--- src/design/uffs_pkg.sv ---
// Purpose: Shared constants for the receive level, trigger and flow character block.
// Assumes: Byte wide register port, one UART channel.
// Notes: Register offsets are port addresses on the byte register port.
package uffs_pkg;
   localparam int unsigned UFFS_DW = 8;
   localparam int unsigned UFFS_AW = 4;
   localparam int unsigned UFFS_FIFO_DEPTH = 64;
   localparam logic [3:0] UFFS_OFS_RX_COUNT = 4'h0;
   localparam logic [3:0] UFFS_OFS_RX_TRIG = 4'h1;
   localparam logic [3:0] UFFS_OFS_STOP1 = 4'h2;
   localparam logic [3:0] UFFS_OFS_STOP2 = 4'h3;
   localparam logic [3:0] UFFS_OFS_RESUME1 = 4'h4;
   localparam logic [3:0] UFFS_OFS_RESUME2 = 4'h5;
   localparam logic [3:0] UFFS_OFS_FLOW_STATUS = 4'h6;
   localparam logic [3:0] UFFS_OFS_FEATURE = 4'h7;
   localparam logic [3:0] UFFS_OFS_MODEM = 4'h8;
   localparam logic [1:0] UFFS_CHR_STOP1 = 2'h0;
   localparam logic [1:0] UFFS_CHR_STOP2 = 2'h1;
   localparam logic [1:0] UFFS_CHR_RESUME1 = 2'h2;
   localparam logic [1:0] UFFS_CHR_RESUME2 = 2'h3;
   localparam int unsigned UFFS_ST_TX_RESUME = 3;
   localparam int unsigned UFFS_ST_TX_STOP = 2;
   localparam int unsigned UFFS_ST_RX_RESUME = 1;
   localparam int unsigned UFFS_ST_RX_STOP = 0;
   localparam logic [7:0] UFFS_RST_BYTE = 8'h00;
   localparam logic [3:0] UFFS_FLOW_OFF = 4'h0;
   typedef enum logic [1:0] {
      UFFS_RXCMP_NONE = 2'b00,
      UFFS_RXCMP_SECOND = 2'b01,
      UFFS_RXCMP_FIRST = 2'b10,
      UFFS_RXCMP_BOTH = 2'b11
   } uffs_rxcmp_t;
endpackage

--- src/design/uffs_char_bank.sv ---
// Purpose: Four byte store for the stop and resume characters.
// Assumes: Same clock as the register port; one write per cycle.
// Notes: Every word is visible at once so the receive compare can use all four.
`timescale 1ns/1ps
`default_nettype none
module uffs_char_bank
   import uffs_pkg::*;
#(
   parameter int unsigned WIDTH = UFFS_DW
) (
   input wire logic clk,
   input wire logic rst,
   input wire logic wr_en,
   input wire logic [1:0] wr_sel,
   input wire logic [WIDTH-1:0] wr_data,
   output logic [WIDTH-1:0] stop_char_first,
   output logic [WIDTH-1:0] stop_char_second,
   output logic [WIDTH-1:0] resume_char_first,
   output logic [WIDTH-1:0] resume_char_second
);
   logic [WIDTH-1:0] mem [4];

   genvar gi;
   generate
      for (gi = 0; gi < 4; gi++) begin : g_word
         always_ff @(posedge clk) begin
            if (rst) begin
               mem[gi] <= '0; // see RULE12
            end else if (wr_en && wr_sel == 2'(gi)) begin
               mem[gi] <= wr_data; // see RULE4
            end
         end
      end
   endgenerate

   assign stop_char_first = mem[UFFS_CHR_STOP1];
   assign stop_char_second = mem[UFFS_CHR_STOP2];
   assign resume_char_first = mem[UFFS_CHR_RESUME1];
   assign resume_char_second = mem[UFFS_CHR_RESUME2];
endmodule
`default_nettype wire

--- src/design/uffs_top.sv ---
// Purpose: Receive fill counter, receive trigger request, flow characters and their status.
// Assumes: The FIFO, transmitter and receiver of the channel report events as one-cycle pulses.
// Notes: Registers are reached on a byte port; read data appear one cycle after the read strobe.
// Function
// RULE1: A read-only counter reports the receive FIFO fill level from 0 to 64 and ignores writes.
// RULE2: An eight-bit write-only register sets the receive trigger threshold from 0 to 64.
// RULE3: A receive request is raised when the fill level rises to reach the trigger threshold.
// RULE4: Two stop and two resume characters are held write-only for sending and for receive compare; here they feed only the receive compare.
// RULE5: The flow character status reads all zeros whenever software flow control is disabled.
// RULE6: Status bit 3 marks that the last sent control character was resume and clears on read.
// RULE7: Status bit 2 marks that the last sent control character was stop and clears on read.
// RULE8: Status bit 1 marks that the last received control character was resume and clears on read.
// RULE9: Status bit 0 marks that the last received control character was stop and clears on read.
// RULE10: After reset the modem status low nibble is zero and the high nibble shows the modem inputs.
// RULE11: Software flow control is off when the four select bits are zero, their reset value.
// RULE12: Reset clears counters, thresholds, characters and status and sets the serial outputs idle.
// RULE13: The four upper bits of the flow character status always read zero.
`timescale 1ns/1ps
`default_nettype none
module uffs_top
   import uffs_pkg::*;
#(
   parameter int unsigned FIFO_DEPTH = UFFS_FIFO_DEPTH
) (
   input wire logic clk,
   input wire logic rst,
   input wire logic reg_wr,
   input wire logic reg_rd,
   input wire logic [UFFS_AW-1:0] reg_addr,
   input wire logic [UFFS_DW-1:0] reg_wdata,
   output logic [UFFS_DW-1:0] reg_rdata,
   input wire logic rx_push,
   input wire logic rx_pop,
   input wire logic rx_ctl_valid,
   input wire logic [UFFS_DW-1:0] rx_ctl_char,
   input wire logic tx_sent_stop,
   input wire logic tx_sent_resume,
   input wire logic tx_level,
   input wire logic ir_level,
   input wire logic rts_level_n,
   input wire logic dtr_level_n,
   input wire logic [3:0] modem_in,
   output logic [UFFS_DW-1:0] rx_fifo_fill_count,
   output logic rx_trig_req,
   output logic flow_ctl_en,
   output logic ser_tx_out,
   output logic infrared_transmit_out,
   output logic rts_out_n,
   output logic dtr_out_n
);
   initial begin
      if (FIFO_DEPTH < 1 || FIFO_DEPTH > 255) begin
         $error("FIFO_DEPTH must lie between 1 and 255");
      end
   end

   localparam logic [UFFS_DW-1:0] DEPTH_MAX = UFFS_DW'(FIFO_DEPTH);

   logic [UFFS_DW-1:0] rx_fifo_trigger_threshold;
   logic [UFFS_DW-1:0] enhanced_feature_reg;
   logic [3:0] flow_char_event_status;
   logic [UFFS_DW-1:0] modem_status_reg;
   logic [3:0] modem_meta;
   logic [3:0] modem_sync;
   logic modem_seen;
   logic [UFFS_DW-1:0] stop_char_first;
   logic [UFFS_DW-1:0] stop_char_second;
   logic [UFFS_DW-1:0] resume_char_first;
   logic [UFFS_DW-1:0] resume_char_second;
   logic prev_stop_first;
   logic prev_resume_first;
   logic [UFFS_DW-1:0] next_count;
   logic next_flow_en;
   logic wr_char;
   logic [1:0] wr_char_sel;
   logic rd_status;
   logic rd_modem;
   logic rx_stop_hit;
   logic rx_resume_hit;

   // Compares one received character against the enabled characters of a pair.
   function automatic logic fc_hit(input logic [UFFS_DW-1:0] c, input logic [UFFS_DW-1:0] x1,
                                   input logic [UFFS_DW-1:0] x2, input logic use1, input logic use2);
      fc_hit = (use1 && c == x1) || (use2 && c == x2);
   endfunction

   // Register port decode.
   always_comb begin
      wr_char = 1'b0;
      wr_char_sel = UFFS_CHR_STOP1;
      if (reg_wr && reg_addr == UFFS_OFS_STOP1) begin
         wr_char = 1'b1;
         wr_char_sel = UFFS_CHR_STOP1;
      end else if (reg_wr && reg_addr == UFFS_OFS_STOP2) begin
         wr_char = 1'b1;
         wr_char_sel = UFFS_CHR_STOP2;
      end else if (reg_wr && reg_addr == UFFS_OFS_RESUME1) begin
         wr_char = 1'b1;
         wr_char_sel = UFFS_CHR_RESUME1;
      end else if (reg_wr && reg_addr == UFFS_OFS_RESUME2) begin
         wr_char = 1'b1;
         wr_char_sel = UFFS_CHR_RESUME2;
      end
   end

   assign rd_status = reg_rd && reg_addr == UFFS_OFS_FLOW_STATUS;
   assign rd_modem = reg_rd && reg_addr == UFFS_OFS_MODEM;

   uffs_char_bank #(
      .WIDTH(UFFS_DW)
   ) u_chars (
      .clk(clk),
      .rst(rst),
      .wr_en(wr_char),
      .wr_sel(wr_char_sel),
      .wr_data(reg_wdata),
      .stop_char_first(stop_char_first),
      .stop_char_second(stop_char_second),
      .resume_char_first(resume_char_first),
      .resume_char_second(resume_char_second)
   );

   // Fill counter: saturating at both ends so a stray pulse cannot wrap it.
   always_comb begin
      next_count = rx_fifo_fill_count;
      if (rx_push && !rx_pop && rx_fifo_fill_count != DEPTH_MAX) begin
         next_count = rx_fifo_fill_count + 8'h01;
      end else if (rx_pop && !rx_push && rx_fifo_fill_count != UFFS_RST_BYTE) begin
         next_count = rx_fifo_fill_count - 8'h01;
      end
   end

   always_ff @(posedge clk) begin
      if (rst) begin
         rx_fifo_fill_count <= UFFS_RST_BYTE; // see RULE12
      end else begin
         rx_fifo_fill_count <= next_count; // see RULE1
      end
   end

   // Out-of-range thresholds are clamped so the request stays reachable.
   always_ff @(posedge clk) begin
      if (rst) begin
         rx_fifo_trigger_threshold <= UFFS_RST_BYTE; // see RULE12
      end else if (reg_wr && reg_addr == UFFS_OFS_RX_TRIG) begin
         rx_fifo_trigger_threshold <= (reg_wdata > DEPTH_MAX) ? DEPTH_MAX : reg_wdata; // see RULE2
      end
   end

   // A zero threshold never fires, since the level can never rise to zero.
   always_ff @(posedge clk) begin
      if (rst) begin
         rx_trig_req <= 1'b0;
      end else begin
         rx_trig_req <= rx_fifo_trigger_threshold != UFFS_RST_BYTE
                        && next_count >= rx_fifo_trigger_threshold; // see RULE3
      end
   end

   always_ff @(posedge clk) begin
      if (rst) begin
         enhanced_feature_reg <= UFFS_RST_BYTE; // see RULE11
      end else if (reg_wr && reg_addr == UFFS_OFS_FEATURE) begin
         enhanced_feature_reg <= reg_wdata;
      end
   end

   assign next_flow_en = enhanced_feature_reg[3:0] != UFFS_FLOW_OFF; // see RULE11

   always_ff @(posedge clk) begin
      if (rst) begin
         flow_ctl_en <= 1'b0;
      end else begin
         flow_ctl_en <= next_flow_en;
      end
   end

   // Receive compare by select mode; single-char modes match only their own character, the mixed modes accept either,
   // while both-pair modes need the first character directly followed by the second.
   always_comb begin
      rx_stop_hit = 1'b0;
      rx_resume_hit = 1'b0;
      case (uffs_rxcmp_t'(enhanced_feature_reg[1:0]))
         UFFS_RXCMP_FIRST: begin
            rx_stop_hit = fc_hit(rx_ctl_char, stop_char_first, stop_char_second, 1'b1, 1'b0);
            rx_resume_hit = fc_hit(rx_ctl_char, resume_char_first, resume_char_second, 1'b1, 1'b0);
         end
         UFFS_RXCMP_SECOND: begin
            rx_stop_hit = fc_hit(rx_ctl_char, stop_char_first, stop_char_second, 1'b0, 1'b1);
            rx_resume_hit = fc_hit(rx_ctl_char, resume_char_first, resume_char_second, 1'b0, 1'b1);
         end
         UFFS_RXCMP_BOTH: begin
            if (enhanced_feature_reg[3] ^ enhanced_feature_reg[2]) begin
               rx_stop_hit = fc_hit(rx_ctl_char, stop_char_first, stop_char_second, 1'b1, 1'b1);
               rx_resume_hit = fc_hit(rx_ctl_char, resume_char_first, resume_char_second, 1'b1, 1'b1);
            end else begin
               rx_stop_hit = prev_stop_first
                             && fc_hit(rx_ctl_char, stop_char_first, stop_char_second, 1'b0, 1'b1);
               rx_resume_hit = prev_resume_first
                               && fc_hit(rx_ctl_char, resume_char_first, resume_char_second, 1'b0, 1'b1);
            end
         end
         default: begin
            rx_stop_hit = 1'b0;
            rx_resume_hit = 1'b0;
         end
      endcase
   end

   always_ff @(posedge clk) begin
      if (rst) begin
         prev_stop_first <= 1'b0;
         prev_resume_first <= 1'b0;
      end else if (rx_ctl_valid) begin
         prev_stop_first <= rx_ctl_char == stop_char_first;
         prev_resume_first <= rx_ctl_char == resume_char_first;
      end
   end

   // Only the latest event of each direction stays marked; a new event beats a read in the same cycle.
   always_ff @(posedge clk) begin
      if (rst || !next_flow_en) begin
         flow_char_event_status <= 4'h0; // see RULE5
      end else begin
         if (tx_sent_resume) begin
            flow_char_event_status[UFFS_ST_TX_RESUME] <= 1'b1; // see RULE6
            flow_char_event_status[UFFS_ST_TX_STOP] <= 1'b0;
         end else if (tx_sent_stop) begin
            flow_char_event_status[UFFS_ST_TX_STOP] <= 1'b1; // see RULE7
            flow_char_event_status[UFFS_ST_TX_RESUME] <= 1'b0;
         end else if (rd_status) begin
            flow_char_event_status[UFFS_ST_TX_RESUME] <= 1'b0; // see RULE6
            flow_char_event_status[UFFS_ST_TX_STOP] <= 1'b0; // see RULE7
         end
         if (rx_ctl_valid && rx_resume_hit) begin
            flow_char_event_status[UFFS_ST_RX_RESUME] <= 1'b1; // see RULE8
            flow_char_event_status[UFFS_ST_RX_STOP] <= 1'b0;
         end else if (rx_ctl_valid && rx_stop_hit) begin
            flow_char_event_status[UFFS_ST_RX_STOP] <= 1'b1; // see RULE9
            flow_char_event_status[UFFS_ST_RX_RESUME] <= 1'b0;
         end else if (rd_status) begin
            flow_char_event_status[UFFS_ST_RX_RESUME] <= 1'b0; // see RULE8
            flow_char_event_status[UFFS_ST_RX_STOP] <= 1'b0; // see RULE9
         end
      end
   end

   // The synchroniser runs through reset so the pin levels have settled when reset ends.
   // A reset stage here would show a false change on every pin that is high.
   always_ff @(posedge clk) begin
      modem_meta <= modem_in;
      modem_sync <= modem_meta;
   end

   // The first cycle after reset loads the pin levels without flagging a change.
   always_ff @(posedge clk) begin
      if (rst) begin
         modem_status_reg <= {modem_sync, 4'h0}; // see RULE10
         modem_seen <= 1'b0;
      end else begin
         modem_seen <= 1'b1;
         modem_status_reg[7:4] <= modem_sync; // see RULE10
         if (!modem_seen) begin
            modem_status_reg[3:0] <= 4'h0; // see RULE10
         end else begin
            modem_status_reg[3:0] <= (rd_modem ? 4'h0 : modem_status_reg[3:0])
                                     | (modem_sync ^ modem_status_reg[7:4]);
         end
      end
   end

   // Serial outputs idle until the channel drives them.
   always_ff @(posedge clk) begin
      if (rst) begin
         ser_tx_out <= 1'b1; // see RULE12
         infrared_transmit_out <= 1'b0;
         rts_out_n <= 1'b1;
         dtr_out_n <= 1'b1;
      end else begin
         ser_tx_out <= tx_level;
         infrared_transmit_out <= ir_level;
         rts_out_n <= rts_level_n;
         dtr_out_n <= dtr_level_n;
      end
   end

   // Read data; write-only and unmapped locations read zero.
   always_ff @(posedge clk) begin
      if (rst) begin
         reg_rdata <= UFFS_RST_BYTE;
      end else if (reg_rd) begin
         if (reg_addr == UFFS_OFS_RX_COUNT) begin
            reg_rdata <= rx_fifo_fill_count; // see RULE1
         end else if (reg_addr == UFFS_OFS_FLOW_STATUS) begin
            reg_rdata <= {4'h0, flow_char_event_status}; // see RULE13
         end else if (reg_addr == UFFS_OFS_FEATURE) begin
            reg_rdata <= enhanced_feature_reg;
         end else if (reg_addr == UFFS_OFS_MODEM) begin
            reg_rdata <= modem_status_reg;
         end else begin
            reg_rdata <= UFFS_RST_BYTE;
         end
      end
   end
endmodule
`default_nettype wire

--- config.mk ---
export PLATFORM = sky130hd
export DESIGN_NAME = uffs_top
export DESIGN_NICKNAME = d
export VERILOG_FILES = /design/src/design/uffs_pkg.sv /design/src/design/uffs_char_bank.sv /design/src/design/uffs_top.sv
export SDC_FILE = /design/constraint.sdc
export NUM_CORES = 1
export LEC_CHECK = 0
export ABC_AREA = 1
export BUFFER_PORTS_ARGS = -buffer_cell sky130_fd_sc_hd__buf_2
export CAP_MARGIN = 20
export CORE_MARGIN = 2
export CORE_UTILIZATION = 45
export DETAILED_ROUTE_END_ITERATION = 6
export GPL_ROUTABILITY_DRIVEN = 0
export MAX_ROUTING_LAYER = met4
export PLACE_DENSITY = 0.65
export SLEW_MARGIN = 10
export SYNTH_ARGS = -nofsm -noshare
export SYNTH_HDL_FRONTEND = slang
export SYNTH_SLANG_ARGS = --single-unit
--- constraint.sdc ---
create_clock -name clk -period 2.5 [get_ports clk]
set_input_delay 0.5 -clock clk [delete_from_list [all_inputs] [get_ports clk]]
set_output_delay 0.5 -clock clk [all_outputs]
set_load 0.05 [all_outputs]
==> results.txt <==
ANT nets after route: 0
FP Rows: 36
clock skew: 0.00840 ns
Fin Setup TNS: 0 ns
Fill cells: 912
Synth area leaders: dfxtp_1 (27%), edfxtp_1 (21%), nand2_1 (8.9%), inv_1 (5.9%), xnor2_1 (5.8%)
gr ovfl total: 0
setup violators final: 0
pin count of the biggest net entering global routing: 20
global-route wire length before repair: 17300 um
placed cells: 738
Avg Cell Area, Syn: 8.19 um2
Area Growth Syn to Fin: 15.1%
CP startpoint: rx_fifo_fill_count[0]$_SDFF_PP0_
Hold WC Path Type: in2reg
minimum clock period after layout: 2.37 ns
Reg-to-Reg Start: rx_fifo_fill_count[0]$_SDFF_PP0_
Largest Register: u_chars.mem
outcome: completed
ys async rst share: 0%
Synth Register Bits: 93
TritonRoute pass-1 iters: 4
maximum fanout along the worst path: 3
mapped cell area: 4550 um2
Routed wire per std cell: 13.7 um
initial antenna violation count: 1
Worst Path Required: 2.76 ns
port bufs: 58
vias in the first global route: 3720
chip height: 105 um
I/O pin total: 59
P per Cell Area: 639 nW/um2
Final #Nets: 670
Critical Path End Type: flip-flop
Via Count: 3760
Setup Crit Path Kind: reg2reg
Final Max Slew Viols: 0
total power: 3350 uW
DRC violations left: 0
# Max-Cap Violations: 0
fin util: 53.5%
Worst EP arrival: 2.63 ns
final wirelength: 10400 um
dpl hpwl: 7770 um
Mapped Cells: 555
1st-iter DRT viols: 338
Synth cell types: 37
Clock Latency Late Sink: 0.37 ns
Root Buffer Master: clkbuf_8
CTS tree: yes
max reg flops: 32
Tightest Pin Transition: 0.507 ns
Yosys Warn Count: 0
Peak Freq: 0.422 GHz
CTS sink cnt: 93
Setup crit start kind: flip-flop
VDD IR-drop max: 0.374 mV
pre-CTS setup slack: 0.00836 ns
Num CTS Buffers: 9
die area: 10900 um2
hold path start: modem_in[0]
Synth area leader: dfxtp_1
Clk pin slew, worst setup/hold paths: 0.09 ns
Yosys top cell area share: 26.9%
Max clock buf depth: 2
Core ar.: 9770 um2
Max-slew headroom: 66.1%
register area share after synthesis: 48.0%
GRT Util Overall: 20.3%
Final Cycle Share: 94.8%
non-filler cells, final: 760
most common library cells after synthesis: nand2_1 (108), inv_1 (72), dfxtp_1 (61), nor2_1 (61), a21oi_1 (41)
final worst slack: 0.131 ns
CTS H-tree depth: 3
leak pwr: 0.00231 uW
final hold vios: 0
dominant synthesized flop cell: dfxtp_1
fraction of layout cells with a size suffix above 1: 18.4%
Via density: 4.95
EDFF count, synth: 32
Initial Utilization: 46.5%
syn nets: 604
most common cell in the synthesized netlist: nand2_1
Die Wd: 105 um
## critical path: stages (launching register included)
cell	delay [ns]
dfxtp_4	0.36
buf_4	0.13
ha_1	0.21
nand3_1	0.12
inv_1	0.07
nand3_1	0.08
xor2_1	0.15
inv_1	0.05
o21ai_1	0.14
inv_1	0.06
ha_1	0.27
nand2_1	0.13
o21ai_0	0.11
a21oi_1	0.17
o41ai_2	0.10
nand3_1	0.07
inv_1	0.05
## layout by cell type (no fill, tap or decap), types with 4 or more instances in the layout
master and count:
inv_1 70, a41oi_1 4, o22ai_1 4, clkbuf_8 9, edfxtp_1 32, ha_1 12
buf_2 59, a21oi_1 40, nand3_1 23, o21ai_0 33, xor2_1 12, xnor2_1 30
nand2_1 108, nand4_1 8, dfxtp_1 57, nor2_1 61, o21ai_1 4, buf_4 17
## routing by layer
layer  share of wire [%]  track usage [%]
met1                  44             24.1
met5                   0                -
met4                 1.8             8.20
met3                 5.2             2.87
met2                  49             34.7
## power breakdown
group | leakage (uW) | internal (uW) | switching, uW
logic | 0.00142 | 259 | 458
clock network | 0.0000795 | 368 | 551
registers | 0.000811 | 1650 | 63.5
total | 0.00231 | 2270 | 1070
## layout make-up
| cell class | instances | area (um2) | area share [%] |
|---|---|---|---|
| Tap cell | 133 | 166 | 3.18 |
| Timing Repair Buffer | 76 | 423 | 8.08 |
| Inverter | 74 | 283 | 5.40 |
| Sequential cell | 93 | 2190 | 41.9 |
| Antenna cell | 1 | 2.50 | 0.0478 |
| Clock inverter | 6 | 46.3 | 0.885 |
| Clock buffer | 10 | 128 | 2.44 |
| Multi-Input combinational cell | 367 | 1990 | 38.0 |
## final timing paths
kind	to	slack, ns	depth (start not counted)
min reg2reg	modem_sync[1]$_DFF_P_	0.33	0
max reg2reg	rx_trig_req$_SDFF_PP0_	0.13	16
min	modem_meta[0]$_DFF_P_	0.23	1
max	rx_trig_req$_SDFF_PP0_	0.13	16
## what timing repair did
action                     CTS  global route
buffers inserted             0             4
pin swaps                    0             4
hold buffers                 0             0
setup endpoints to repair    1             1
resized for setup            1            16
## kinds of logic (layout without fill, tap and decap cells)
logic type      after synthesis  count (layout)  synth area share [%]
simple gates                219             219                  20.3
buf+inv                      95             166                  8.83
compound gates               94              94                  11.5
flops                        93              93                  48.0
xor+xnor                     42              42                  8.09
fa+ha+maj                    12              12                  3.30
other cells                   0               1                     0
## metrics by stage
step | instance area (um2) | hold WS [ns]
floorplan | 4550 | 0.310
global placement | 4980 | 0.310
detailed placement | 4980 | 0.312
CTS | 5160 | 0.217
global route | 5230 | 0.212
finish | 5230 | 0.229
No activity file was read; power rests on OpenSTA's default activity.
